===== src/hdl/irq_period_cfg.svh =====
// register offsets, field positions, reset values and vector numbers
`ifndef IRQ_PERIOD_CFG_SVH
`define IRQ_PERIOD_CFG_SVH

// ============================================================
// register byte offsets
`define OFS_IRQ_CTRL_A      8'h00
`define OFS_IRQ_CTRL_B      8'h04
`define OFS_EDGE_CTRL       8'h08
`define OFS_PERIOD_CTRL     8'h0c
`define OFS_CORE_STATUS     8'h10
`define OFS_VECTOR_BASE     8'h14

// ============================================================
// irq_ctrl_a fields
`define A_TIMER_FLAG        6
`define A_TOUCH_FLAG        5
`define A_PIN_FLAG          4
`define A_TIMER_EN          3
`define A_TOUCH_EN          2
`define A_PIN_EN            1
`define A_GLOBAL_EN         0
`define A_MASK              8'h7f

// ============================================================
// irq_ctrl_b fields
`define B_EEPROM_FLAG       6
`define B_PERIOD_FLAG       5
`define B_SERIAL_FLAG       4
`define B_EEPROM_EN         2
`define B_PERIOD_EN         1
`define B_SERIAL_EN         0
`define B_MASK              8'h77
`define FLAG_MASK           8'h70

// ============================================================
// edge_ctrl and period_ctrl fields
`define EDGE_LSB            0
`define EDGE_OFF            2'b00
`define EDGE_RISE           2'b01
`define EDGE_FALL           2'b10
`define EDGE_BOTH           2'b11
`define PERIOD_LSB          4
`define PERIOD_DIV_1024     14'h03ff
`define PERIOD_DIV_2048     14'h07ff
`define PERIOD_DIV_4096     14'h0fff
`define PERIOD_DIV_8192     14'h1fff

// ============================================================
// reset values and vector numbers
`define CTRL_RESET          8'h00
`define VEC_PIN             3'h1
`define VEC_TOUCH           3'h2
`define VEC_TIMER           3'h3
`define VEC_MULTI           3'h4
`define AXI_OKAY            2'b00
`define AXI_SLVERR          2'b10

`endif


===== src/hdl/irq_period_pkg.sv =====
// types shared by the interrupt controller
package irq_period_pkg;

  typedef enum logic [2:0] {
    seq_idle_s = 3'b001,
    seq_push_s = 3'b010,
    seq_load_s = 3'b100
  } seq_state_t;

endpackage


===== src/hdl/irq_period_ctrl.sv =====
// interrupt control, edge detect and period timer with axi4-lite registers
`timescale 1ns/1ps
`include "irq_period_cfg.svh"

// Contract
// - first register: flags 6..4, enables 3..0
// - second register: flags 6..4, enables 2..0
// - events set flags regardless of enable
// - jump needs global, source enable, flag
// - take: push next pc, load vector
// - return pops saved pc and resumes
// - servicing clears global enable
// - flags held while globally disabled
// - pin, period, timer flags auto-cleared
// - stack full blocks acknowledge
// - any newly set flag wakes device
// - own vectors plus shared multi vector
// - pin flag on selected edge type
// - pull-high kept in interrupt use
// - period divider 1024..8192 sets flag
// - period clock chosen outside block
// - timer overflow sets timer flag
// - edge codes off, rise, fall, both
// - two-wire flag on timeout, match, byte
// - eeprom flag on write end
// - return-from-irq sets global enable
module irq_period_ctrl #(
  parameter int PC_W = 13
) (
  input  wire logic            clk_sys,
  input  wire logic            resetn,
  // axi4-lite slave
  input  wire logic [7:0]      s_axi_awaddr,
  input  wire logic            s_axi_awvalid,
  output logic                 s_axi_awready,
  input  wire logic [31:0]     s_axi_wdata,
  input  wire logic [3:0]      s_axi_wstrb,
  input  wire logic            s_axi_wvalid,
  output logic                 s_axi_wready,
  output logic [1:0]           s_axi_bresp,
  output logic                 s_axi_bvalid,
  input  wire logic            s_axi_bready,
  input  wire logic [7:0]      s_axi_araddr,
  input  wire logic            s_axi_arvalid,
  output logic                 s_axi_arready,
  output logic [31:0]          s_axi_rdata,
  output logic [1:0]           s_axi_rresp,
  output logic                 s_axi_rvalid,
  input  wire logic            s_axi_rready,
  // event sources
  input  wire logic            pin_irq_in,
  input  wire logic            pin_pullup_sel,
  output logic                 pin_pullup_en,
  input  wire logic            touch_event,
  input  wire logic            timer_overflow,
  input  wire logic            eeprom_write_done,
  input  wire logic            serial_event,
  input  wire logic            twowire_timeout,
  input  wire logic            twowire_addr_match,
  input  wire logic            twowire_byte_done,
  input  wire logic            period_src_clock,
  // core sequencer
  input  wire logic            core_fetch_ok,
  input  wire logic [PC_W-1:0] core_next_pc,
  input  wire logic            stack_full,
  input  wire logic            return_from_irq,
  input  wire logic            return_plain,
  input  wire logic [PC_W-1:0] stack_top_pc,
  output logic                 stack_push,
  output logic [PC_W-1:0]      stack_push_pc,
  output logic                 stack_pop,
  output logic                 pc_load,
  output logic [PC_W-1:0]      pc_load_value,
  output logic                 wake_up
);

  // ============================================================
  // vector address from vector number
  function automatic logic [PC_W-1:0] vec_addr(input logic [PC_W-1:0] base,
                                               input logic [2:0] num);
    vec_addr = base + PC_W'({num, 2'b00});
  endfunction

  // ============================================================
  // registers
  logic [7:0]                  ctrl_a_reg;
  logic [7:0]                  ctrl_b_reg;
  logic [1:0]                  edge_reg;
  logic [1:0]                  period_sel_reg;
  logic [PC_W-1:0]             vec_base_reg;
  irq_period_pkg::seq_state_t  seq_reg;
  logic [2:0]                  take_vec_reg;
  logic [PC_W-1:0]             take_pc_reg;

  // ============================================================
  // pin synchronisers
  logic [1:0] pin_sync_reg;
  logic [1:0] psrc_sync_reg;
  logic       pin_last_reg;
  logic       psrc_last_reg;

  always_ff @(posedge clk_sys or negedge resetn) begin
    if (!resetn) begin
      pin_sync_reg  <= 2'b00;
      psrc_sync_reg <= 2'b00;
      pin_last_reg  <= 1'b0;
      psrc_last_reg <= 1'b0;
    end else begin
      pin_sync_reg  <= {pin_sync_reg[0], pin_irq_in};
      psrc_sync_reg <= {psrc_sync_reg[0], period_src_clock};
      pin_last_reg  <= pin_sync_reg[1];
      psrc_last_reg <= psrc_sync_reg[1];
    end
  end

  assign pin_pullup_en = pin_pullup_sel;

  logic pin_rise;
  logic pin_fall;
  logic pin_event;
  assign pin_rise = pin_sync_reg[1] & ~pin_last_reg;
  assign pin_fall = ~pin_sync_reg[1] & pin_last_reg;
  always_comb begin
    case (edge_reg)
      `EDGE_RISE: pin_event = pin_rise;
      `EDGE_FALL: pin_event = pin_fall;
      `EDGE_BOTH: pin_event = pin_rise | pin_fall;
      default:    pin_event = 1'b0;
    endcase
  end

  // ============================================================
  // period timer, source clock muxed outside, sampled here
  logic        psrc_tick;
  logic [13:0] period_cnt_reg;
  logic [13:0] period_top;
  logic        period_event;
  assign psrc_tick = psrc_sync_reg[1] & ~psrc_last_reg;

  always_comb begin
    case (period_sel_reg)
      2'b00:   period_top = `PERIOD_DIV_1024;
      2'b01:   period_top = `PERIOD_DIV_2048;
      2'b10:   period_top = `PERIOD_DIV_4096;
      default: period_top = `PERIOD_DIV_8192;
    endcase
  end
  assign period_event = psrc_tick && (period_cnt_reg >= period_top);

  always_ff @(posedge clk_sys or negedge resetn) begin
    if (!resetn) begin
      period_cnt_reg <= 14'h0000;
    end else if (psrc_tick) begin
      period_cnt_reg <= period_event ? 14'h0000 : period_cnt_reg + 14'h0001;
    end
  end

  // ============================================================
  // axi4-lite handshakes
  logic       aw_held_reg;
  logic       w_held_reg;
  logic [7:0] aw_addr_reg;
  logic [31:0] w_data_reg;
  logic [3:0] w_strb_reg;
  logic       wr_go;
  logic       wr_a;
  logic       wr_b;
  logic       wr_e;
  logic       wr_p;
  logic       wr_v;
  logic       wr_hit;

  assign s_axi_awready = !aw_held_reg && !s_axi_bvalid;
  assign s_axi_wready  = !w_held_reg && !s_axi_bvalid;
  assign wr_go  = aw_held_reg && w_held_reg && !s_axi_bvalid;
  assign wr_a   = wr_go && aw_addr_reg == `OFS_IRQ_CTRL_A && w_strb_reg[0];
  assign wr_b   = wr_go && aw_addr_reg == `OFS_IRQ_CTRL_B && w_strb_reg[0];
  assign wr_e   = wr_go && aw_addr_reg == `OFS_EDGE_CTRL && w_strb_reg[0];
  assign wr_p   = wr_go && aw_addr_reg == `OFS_PERIOD_CTRL && w_strb_reg[0];
  assign wr_v   = wr_go && aw_addr_reg == `OFS_VECTOR_BASE;
  assign wr_hit = aw_addr_reg == `OFS_IRQ_CTRL_A || aw_addr_reg == `OFS_IRQ_CTRL_B ||
                  aw_addr_reg == `OFS_EDGE_CTRL || aw_addr_reg == `OFS_PERIOD_CTRL ||
                  aw_addr_reg == `OFS_VECTOR_BASE || aw_addr_reg == `OFS_CORE_STATUS;

  always_ff @(posedge clk_sys or negedge resetn) begin
    if (!resetn) begin
      aw_held_reg  <= 1'b0;
      w_held_reg   <= 1'b0;
      aw_addr_reg  <= 8'h00;
      w_data_reg   <= 32'h00000000;
      w_strb_reg   <= 4'h0;
      s_axi_bvalid <= 1'b0;
      s_axi_bresp  <= `AXI_OKAY;
    end else begin
      if (s_axi_awvalid && s_axi_awready) begin
        aw_held_reg <= 1'b1;
        aw_addr_reg <= {s_axi_awaddr[7:2], 2'b00};
      end
      if (s_axi_wvalid && s_axi_wready) begin
        w_held_reg <= 1'b1;
        w_data_reg <= s_axi_wdata;
        w_strb_reg <= s_axi_wstrb;
      end
      if (wr_go) begin
        aw_held_reg  <= 1'b0;
        w_held_reg   <= 1'b0;
        s_axi_bvalid <= 1'b1;
        s_axi_bresp  <= wr_hit ? `AXI_OKAY : `AXI_SLVERR;
      end else if (s_axi_bready) begin
        s_axi_bvalid <= 1'b0;
      end
    end
  end

  assign s_axi_arready = !s_axi_rvalid;

  always_ff @(posedge clk_sys or negedge resetn) begin
    if (!resetn) begin
      s_axi_rvalid <= 1'b0;
      s_axi_rdata  <= 32'h00000000;
      s_axi_rresp  <= `AXI_OKAY;
    end else if (s_axi_arvalid && s_axi_arready) begin
      s_axi_rvalid <= 1'b1;
      s_axi_rresp  <= `AXI_OKAY;
      case ({s_axi_araddr[7:2], 2'b00})
        `OFS_IRQ_CTRL_A:  s_axi_rdata <= {24'h000000, ctrl_a_reg & `A_MASK};
        `OFS_IRQ_CTRL_B:  s_axi_rdata <= {24'h000000, ctrl_b_reg & `B_MASK};
        `OFS_EDGE_CTRL:   s_axi_rdata <= {30'h00000000, edge_reg};
        `OFS_PERIOD_CTRL: s_axi_rdata <= {26'h0000000, period_sel_reg, 4'h0};
        `OFS_CORE_STATUS: s_axi_rdata <= {26'h0000000, stack_full, seq_reg, take_vec_reg[1:0]};
        `OFS_VECTOR_BASE: s_axi_rdata <= {{(32-PC_W){1'b0}}, vec_base_reg};
        default: begin
          s_axi_rdata <= 32'h00000000;
          s_axi_rresp <= `AXI_SLVERR;
        end
      endcase
    end else if (s_axi_rready) begin
      s_axi_rvalid <= 1'b0;
    end
  end

  // ============================================================
  // priority arbitration
  logic       req_pin;
  logic       req_touch;
  logic       req_timer;
  logic       req_eeprom;
  logic       req_period;
  logic       req_serial;
  logic       any_req;
  logic       take;
  logic [2:0] pick_vec;
  logic       pick_pin;
  logic       pick_timer;
  logic       pick_touch;
  logic       pick_serial;
  logic       pick_period;
  logic       pick_eeprom;

  assign req_pin    = ctrl_a_reg[`A_PIN_FLAG] & ctrl_a_reg[`A_PIN_EN];
  assign req_touch  = ctrl_a_reg[`A_TOUCH_FLAG] & ctrl_a_reg[`A_TOUCH_EN];
  assign req_timer  = ctrl_a_reg[`A_TIMER_FLAG] & ctrl_a_reg[`A_TIMER_EN];
  assign req_serial = ctrl_b_reg[`B_SERIAL_FLAG] & ctrl_b_reg[`B_SERIAL_EN];
  assign req_period = ctrl_b_reg[`B_PERIOD_FLAG] & ctrl_b_reg[`B_PERIOD_EN];
  assign req_eeprom = ctrl_b_reg[`B_EEPROM_FLAG] & ctrl_b_reg[`B_EEPROM_EN];
  assign any_req = req_pin | req_touch | req_timer | req_serial | req_period | req_eeprom;
  assign take = ctrl_a_reg[`A_GLOBAL_EN] && any_req && !stack_full && core_fetch_ok &&
                seq_reg == irq_period_pkg::seq_idle_s;

  assign pick_pin    = req_pin;
  assign pick_touch  = !pick_pin && req_touch;
  assign pick_timer  = !pick_pin && !req_touch && req_timer;
  assign pick_serial = !pick_pin && !req_touch && !req_timer && req_serial;
  assign pick_period = !pick_pin && !req_touch && !req_timer && !req_serial && req_period;
  assign pick_eeprom = !pick_pin && !req_touch && !req_timer && !req_serial && !req_period;
  assign pick_vec = pick_pin ? `VEC_PIN : pick_touch ? `VEC_TOUCH :
                    pick_timer ? `VEC_TIMER : `VEC_MULTI;

  // ============================================================
  // flag and enable registers, hardware set wins over clear
  logic [7:0] a_next;
  logic [7:0] b_next;
  logic [7:0] a_set;
  logic [7:0] b_set;
  logic [7:0] a_clr;
  logic [7:0] b_clr;

  always_comb begin
    a_set = 8'h00;
    b_set = 8'h00;
    a_clr = 8'h00;
    b_clr = 8'h00;
    a_set[`A_PIN_FLAG]    = pin_event;
    a_set[`A_TOUCH_FLAG]  = touch_event;
    a_set[`A_TIMER_FLAG]  = timer_overflow;
    b_set[`B_SERIAL_FLAG] = serial_event | twowire_timeout | twowire_addr_match |
                            twowire_byte_done;
    b_set[`B_PERIOD_FLAG] = period_event;
    b_set[`B_EEPROM_FLAG] = eeprom_write_done;
    a_set[`A_GLOBAL_EN]   = return_from_irq;
    if (take) begin
      a_clr[`A_GLOBAL_EN]   = 1'b1;
      a_clr[`A_PIN_FLAG]    = pick_pin;
      a_clr[`A_TOUCH_FLAG]  = pick_touch;
      a_clr[`A_TIMER_FLAG]  = pick_timer;
      b_clr[`B_SERIAL_FLAG] = pick_serial;
      b_clr[`B_PERIOD_FLAG] = pick_period;
      b_clr[`B_EEPROM_FLAG] = pick_eeprom;
    end
    a_next = wr_a ? w_data_reg[7:0] & `A_MASK : ctrl_a_reg;
    b_next = wr_b ? w_data_reg[7:0] & `B_MASK : ctrl_b_reg;
    a_next = (a_next & ~a_clr) | a_set;
    b_next = (b_next & ~b_clr) | b_set;
  end

  always_ff @(posedge clk_sys or negedge resetn) begin
    if (!resetn) begin
      ctrl_a_reg <= `CTRL_RESET;
      ctrl_b_reg <= `CTRL_RESET;
    end else begin
      ctrl_a_reg <= a_next;
      ctrl_b_reg <= b_next;
    end
  end

  always_ff @(posedge clk_sys or negedge resetn) begin
    if (!resetn) begin
      edge_reg       <= `EDGE_OFF;
      period_sel_reg <= 2'b00;
      vec_base_reg   <= '0;
    end else begin
      if (wr_e) edge_reg <= w_data_reg[`EDGE_LSB +: 2];
      if (wr_p) period_sel_reg <= w_data_reg[`PERIOD_LSB +: 2];
      if (wr_v) vec_base_reg <= w_data_reg[PC_W-1:0];
    end
  end

  // wake on any low-to-high flag change, enables ignored
  logic [7:0] flag_mask;
  assign flag_mask = `FLAG_MASK;
  always_ff @(posedge clk_sys or negedge resetn) begin
    if (!resetn) begin
      wake_up <= 1'b0;
    end else begin
      wake_up <= |((a_next & ~ctrl_a_reg | b_next & ~ctrl_b_reg) & flag_mask);
    end
  end

  // ============================================================
  // take sequence: push pc, then load vector
  always_ff @(posedge clk_sys or negedge resetn) begin
    if (!resetn) begin
      seq_reg       <= irq_period_pkg::seq_idle_s;
      take_vec_reg  <= 3'h0;
      take_pc_reg   <= '0;
      stack_push    <= 1'b0;
      stack_push_pc <= '0;
      pc_load       <= 1'b0;
      pc_load_value <= '0;
      stack_pop     <= 1'b0;
    end else begin
      stack_push <= 1'b0;
      pc_load    <= 1'b0;
      stack_pop  <= 1'b0;
      case (seq_reg)
        irq_period_pkg::seq_idle_s: begin
          if (take) begin
            seq_reg      <= irq_period_pkg::seq_push_s;
            take_vec_reg <= pick_vec;
            take_pc_reg  <= core_next_pc;
          end else if (return_from_irq || return_plain) begin
            stack_pop     <= 1'b1;
            pc_load       <= 1'b1;
            pc_load_value <= stack_top_pc;
          end
        end
        irq_period_pkg::seq_push_s: begin
          stack_push    <= 1'b1;
          stack_push_pc <= take_pc_reg;
          seq_reg       <= irq_period_pkg::seq_load_s;
        end
        irq_period_pkg::seq_load_s: begin
          pc_load       <= 1'b1;
          pc_load_value <= vec_addr(vec_base_reg, take_vec_reg);
          seq_reg       <= irq_period_pkg::seq_idle_s;
        end
        default: seq_reg <= irq_period_pkg::seq_idle_s;
      endcase
    end
  end

endmodule // irq_period_ctrl


===== config.mk =====
export PLATFORM = sky130hd
export DESIGN_NAME = irq_period_ctrl
export DESIGN_NICKNAME = d
export VERILOG_FILES = /design/src/hdl/irq_period_pkg.sv /design/src/hdl/irq_period_ctrl.sv
export VERILOG_INCLUDE_DIRS = /design/src /design/src/hdl
export SDC_FILE = /design/constraint.sdc
export NUM_CORES = 1
export LEC_CHECK = 0
export ABC_AREA = 1
export ABC_CLOCK_PERIOD_IN_PS = 2700
export BUFFER_PORTS_ARGS = -buffer_cell sky130_fd_sc_hd__clkbuf_2
export CORE_ASPECT_RATIO = 1.25
export CORE_MARGIN = 2
export CORE_UTILIZATION = 53
export DETAILED_ROUTE_END_ITERATION = 8
export PLACE_DENSITY = 0.79
export SYNTH_ARGS = -nofsm -noshare
export SYNTH_HDL_FRONTEND = slang
export SYNTH_SLANG_ARGS = --single-unit
export TNS_END_PERCENT = 50

===== constraint.sdc =====
create_clock -name clk_sys -period 2.7 [get_ports clk_sys]
set_clock_uncertainty 0.1 [all_clocks]
set_input_delay 0.27 -clock clk_sys [delete_from_list [all_inputs] [get_ports clk_sys]]
set_output_delay 0.27 -clock clk_sys [all_outputs]
set_load 0.005 [all_outputs]

==> flow_summary.ini <==
[pwr]
static-leakage-power_nw = 4.37
peakVddDrop_mv = 0.711
clock_power_share = 0.342
internal_power_mw = 4.34
combPwrFrac = 0.224
power.net_switching_mw = 2.24
power.density_cell_area_nw_per_um2 = 800
power.switching_fraction = 0.340
pwr-share-seq = 0.434
post-layout-total-power_mw = 6.58

[routing]
firstDrtPassIters = 5
finalWirelength_um = 15700
vias_per_cell = 5.13
wire_per_inst_um = 14.2
number_of_routed_nets_with_antenna_violations = 0
initialDrtViolationCount = 455
dr_total_vias = 5683
remaining_drc_errors = 0

[place]
gp_routability_congestion = 0.904
dpl.hpwl_um = 10700
io_buffers = 121
detailedPlace.worstSlack_ps = 548
dpl_cell_area_um2 = 7200

[floorplan]
fp-row-count = 45
design.die.area_um2 = 13100
ios = 171
starting_density_of_the_core = 0.538
core_um2 = 12000
die_x_um = 103
die_h_um = 128

[sta]
hold_slack_ps = 25.7
relSlewSlack = 0.553
setup_ws_ps = 479
timing.final.crit_share = 0.823
rsz0062_at_grt = no
fmaxAchievable_mhz = 450
setup_viol = 0
period_needed_ps = 2220
hold_violations = 0
slew_violations = 0
tightest_slew_ps = 671
fin_setup_tns_ps = 0

[critical_path]
critical_path_arrival_ps = 2470
critPathKind = reg -> reg
path_max_fanout = 3
endpoint_kind = flip-flop
setup.worst_path.start_class = flip-flop
worst_ep_required_time_ps = 2950

[final_layout]
final_nets = 1039
areaGrowthSynthToFinish_pct = 26.7
final_cell_area_um2 = 8220
drive_above_1_share = 0.201
number_of_flip_flops_in_the_largest_register = 14
num_antenna_cells = 0

[clock_network]
cts-buffers-inserted = 17
cts_max_path_buffers = 2
ctsHtreeMaxLevel = 4
clkSlewWorstSetupHoldPaths_ps = 70
clock-root-buffer = sky130_fd_sc_hd__clkbuf_16
tritoncts = yes
cts.sinks = 138
clock_latency_ps = 420

[synthesis]
synth_top_flop_cell = sky130_fd_sc_hd__dfrtp_1
yosys_register_bits = 138
yosys.area_share.xor_xnor = 0.00945
yosysUniqueCellTypes = 49
async_reset_ff_frac = 1.00
yosys-top-cells-area = sky130_fd_sc_hd__dfrtp_1, sky130_fd_sc_hd__nand2_1, sky130_fd_sc_hd__inv_1
postSynthCellCount = 759
synthesized_area_fraction_occupied_by_ao_oa_aoi_and_oai_cells = 0.105
post_synth_fa_ha_maj_area_fraction = 0.0205
yosysTopAreaCell = sky130_fd_sc_hd__dfrtp_1
synth-edff-count = 0
muxShareOfSynthArea = 0.00984
number_of_warning_messages_in_the_yosys_log = 0
synth_top_cell_area_share = 0.529
combinational_family_with_the_most_area_after_synthesis = simple AND/OR/NAND/NOR gates
post_synth_and_or_nand_nor_area_fraction = 0.231
post_synth.cell_area_avg_um2 = 8.54
post_synth_instance_area_um2 = 6480
ys_seq_area_frac = 0.533

[global_route]
vias_in_the_first_global_route = 5430
grt_overflow_total = 0
track_usage = 0.249
grt_start_max_net_pins = 76
grt_first_pass_wirelength_um = 25200
antenna_found_initial = 0

[outcome]
result_of_the_run = finished, final reports clean

[flow_run]
maxcap_viol_count = 0

[worst_hold_path]
hold_path_class = in -> reg
power groups by stage:
stage / logic [mW] / registers (mW) / clock network [mW]
after detailed placement: 1.39 / 2.87 / 0
final: 1.47 / 2.85 / 2.25
after global routing: 1.68 / 2.90 / 2.37
after floorplan: 0.931 / 2.82 / 0
after global placement: 1.34 / 2.86 / 0
after CTS: 1.46 / 2.85 / 2.27
kinds of logic after synthesis:
kind of cell,after synthesis
buffers and inverters,130
other,1
AOI/OAI and AO/OA,118
DFF,138
adders and majority gates,10
and+or+nand+nor,349
xor gates and xnor gates,7
muxes,6
layout make-up:
type / instances / area, µm²
fillers: 960 / 3830
multi-input cells: 511 / 2510
well taps: 164 / 205
repair buffers: 175 / 1140
flip-flops and latches: 138 / 3450
clock buffers: 17 / 425
inverters: 87 / 327
clock inverters: 15 / 149
worst max-delay path, stage by stage (launching register included):
cell	delay (ps)
sky130_fd_sc_hd__dfrtp_1	380
sky130_fd_sc_hd__ha_1	200
sky130_fd_sc_hd__inv_1	60
sky130_fd_sc_hd__fa_1	370
sky130_fd_sc_hd__nor2_1	170
sky130_fd_sc_hd__o211ai_1	170
sky130_fd_sc_hd__nor2_1	190
sky130_fd_sc_hd__nand2_1	90
sky130_fd_sc_hd__o21ai_0	160
sky130_fd_sc_hd__nand3_1	100
sky130_fd_sc_hd__a21oi_1	150
worst paths after layout:
check	slack, ps	endpoint	depth (start not counted)	start
setup / recovery	480	pc_load_value[12]$_DFFE_PN0P_	10	vec_base_reg[2]$_DFFE_PN0P_
hold / removal	30	w_data_reg[3]$_DFFE_PN0P_	3	s_axi_wdata[3]
setup reg to reg	480	pc_load_value[12]$_DFFE_PN0P_	10	vec_base_reg[2]$_DFFE_PN0P_
hold reg to reg	250	psrc_sync_reg[1]$_DFF_PN0_	0	psrc_sync_reg[0]$_DFF_PN0_
max in group asynchronous	1440	pc_load_value[3]$_DFFE_PN0P_	3	resetn
min in group asynchronous	320	stack_push_pc[12]$_DFFE_PN0P_	2	resetn
routing by layer:
layer,up-vias,track usage,part of all wire
li1,2765,-,-
met1,2696,0.309,0.41
met2,194,0.417,0.50
met3,28,0.0611,0.061
met4,0,0.0913,0.021
met5,-,0,0
metrics by stage:
step	std cells	utilization
6_report	1107	0.682
5_1_grt	1107	0.682
4_1_cts	1106	0.681
3_5_place_dp	1031	0.598
3_3_place_gp	1031	0.598
2_1_floorplan	779	-
cell usage in the layout (no fill, tap or decap), drive strengths merged, types with 3 or more instances in the layout:
| cell type | netlist | final |
|---|---|---|
| nand3 | 24 | 24 |
| mux2 | 3 | 3 |
| ha | 9 | 9 |
| mux2i | 3 | 3 |
| a211oi | 3 | 3 |
| clkbuf | 8 | 137 |
| conb | 1 | 21 |
| dfrtp | 137 | 137 |
| o31ai | 6 | 6 |
| a21oi | 32 | 32 |
| inv | 87 | 98 |
| a31oi | 3 | 3 |
| o211ai | 6 | 6 |
| dlygate4sd3 | 0 | 44 |
| buf | 35 | 11 |
| nor3 | 15 | 15 |
| or2 | 4 | 4 |
| nand2 | 208 | 208 |
| xor2 | 6 | 6 |
| nor2 | 71 | 71 |
| o21ai | 56 | 56 |
| nand4 | 16 | 16 |
| o2111ai | 3 | 3 |
| nand3b | 3 | 3 |
| o21a | 3 | 3 |
synthesized netlist by cell type (2+ instances only):
library cell                  n
sky130_fd_sc_hd__nor4_1       2
sky130_fd_sc_hd__nand2_2      2
sky130_fd_sc_hd__nor2_1      69
sky130_fd_sc_hd__nor2_2       2
sky130_fd_sc_hd__ha_1         9
sky130_fd_sc_hd__nand3b_1     3
sky130_fd_sc_hd__nand4_1     15
sky130_fd_sc_hd__clkbuf_1     8
sky130_fd_sc_hd__o21ai_0     54
sky130_fd_sc_hd__dfrtp_1    137
sky130_fd_sc_hd__o21ai_1      2
sky130_fd_sc_hd__a21oi_1     32
sky130_fd_sc_hd__buf_4       23
sky130_fd_sc_hd__nand2_1    204
sky130_fd_sc_hd__a31oi_1      3
sky130_fd_sc_hd__xor2_1       6
sky130_fd_sc_hd__nor3_1      12
sky130_fd_sc_hd__inv_1       81
sky130_fd_sc_hd__or2_2        4
sky130_fd_sc_hd__o211ai_1     6
sky130_fd_sc_hd__o21a_1       3
sky130_fd_sc_hd__nand3_1     24
sky130_fd_sc_hd__nand2_4      2
sky130_fd_sc_hd__nor3b_1      2
sky130_fd_sc_hd__a211oi_2     2
sky130_fd_sc_hd__nor3_2       2
sky130_fd_sc_hd__and3_1       2
sky130_fd_sc_hd__o2111ai_1    3
sky130_fd_sc_hd__inv_2        6
sky130_fd_sc_hd__o31ai_1      6
sky130_fd_sc_hd__mux2_2       3
sky130_fd_sc_hd__mux2i_1      3
sky130_fd_sc_hd__buf_2       11
repair_timing:
action | CTS | global route
hold endpoints to repair | 113 | 1
hold buffers | 43 | 1
gates resized for setup | 0 | 0
setup buffers | 0 | 0
No activity file was read; power rests on OpenSTA's default activity.
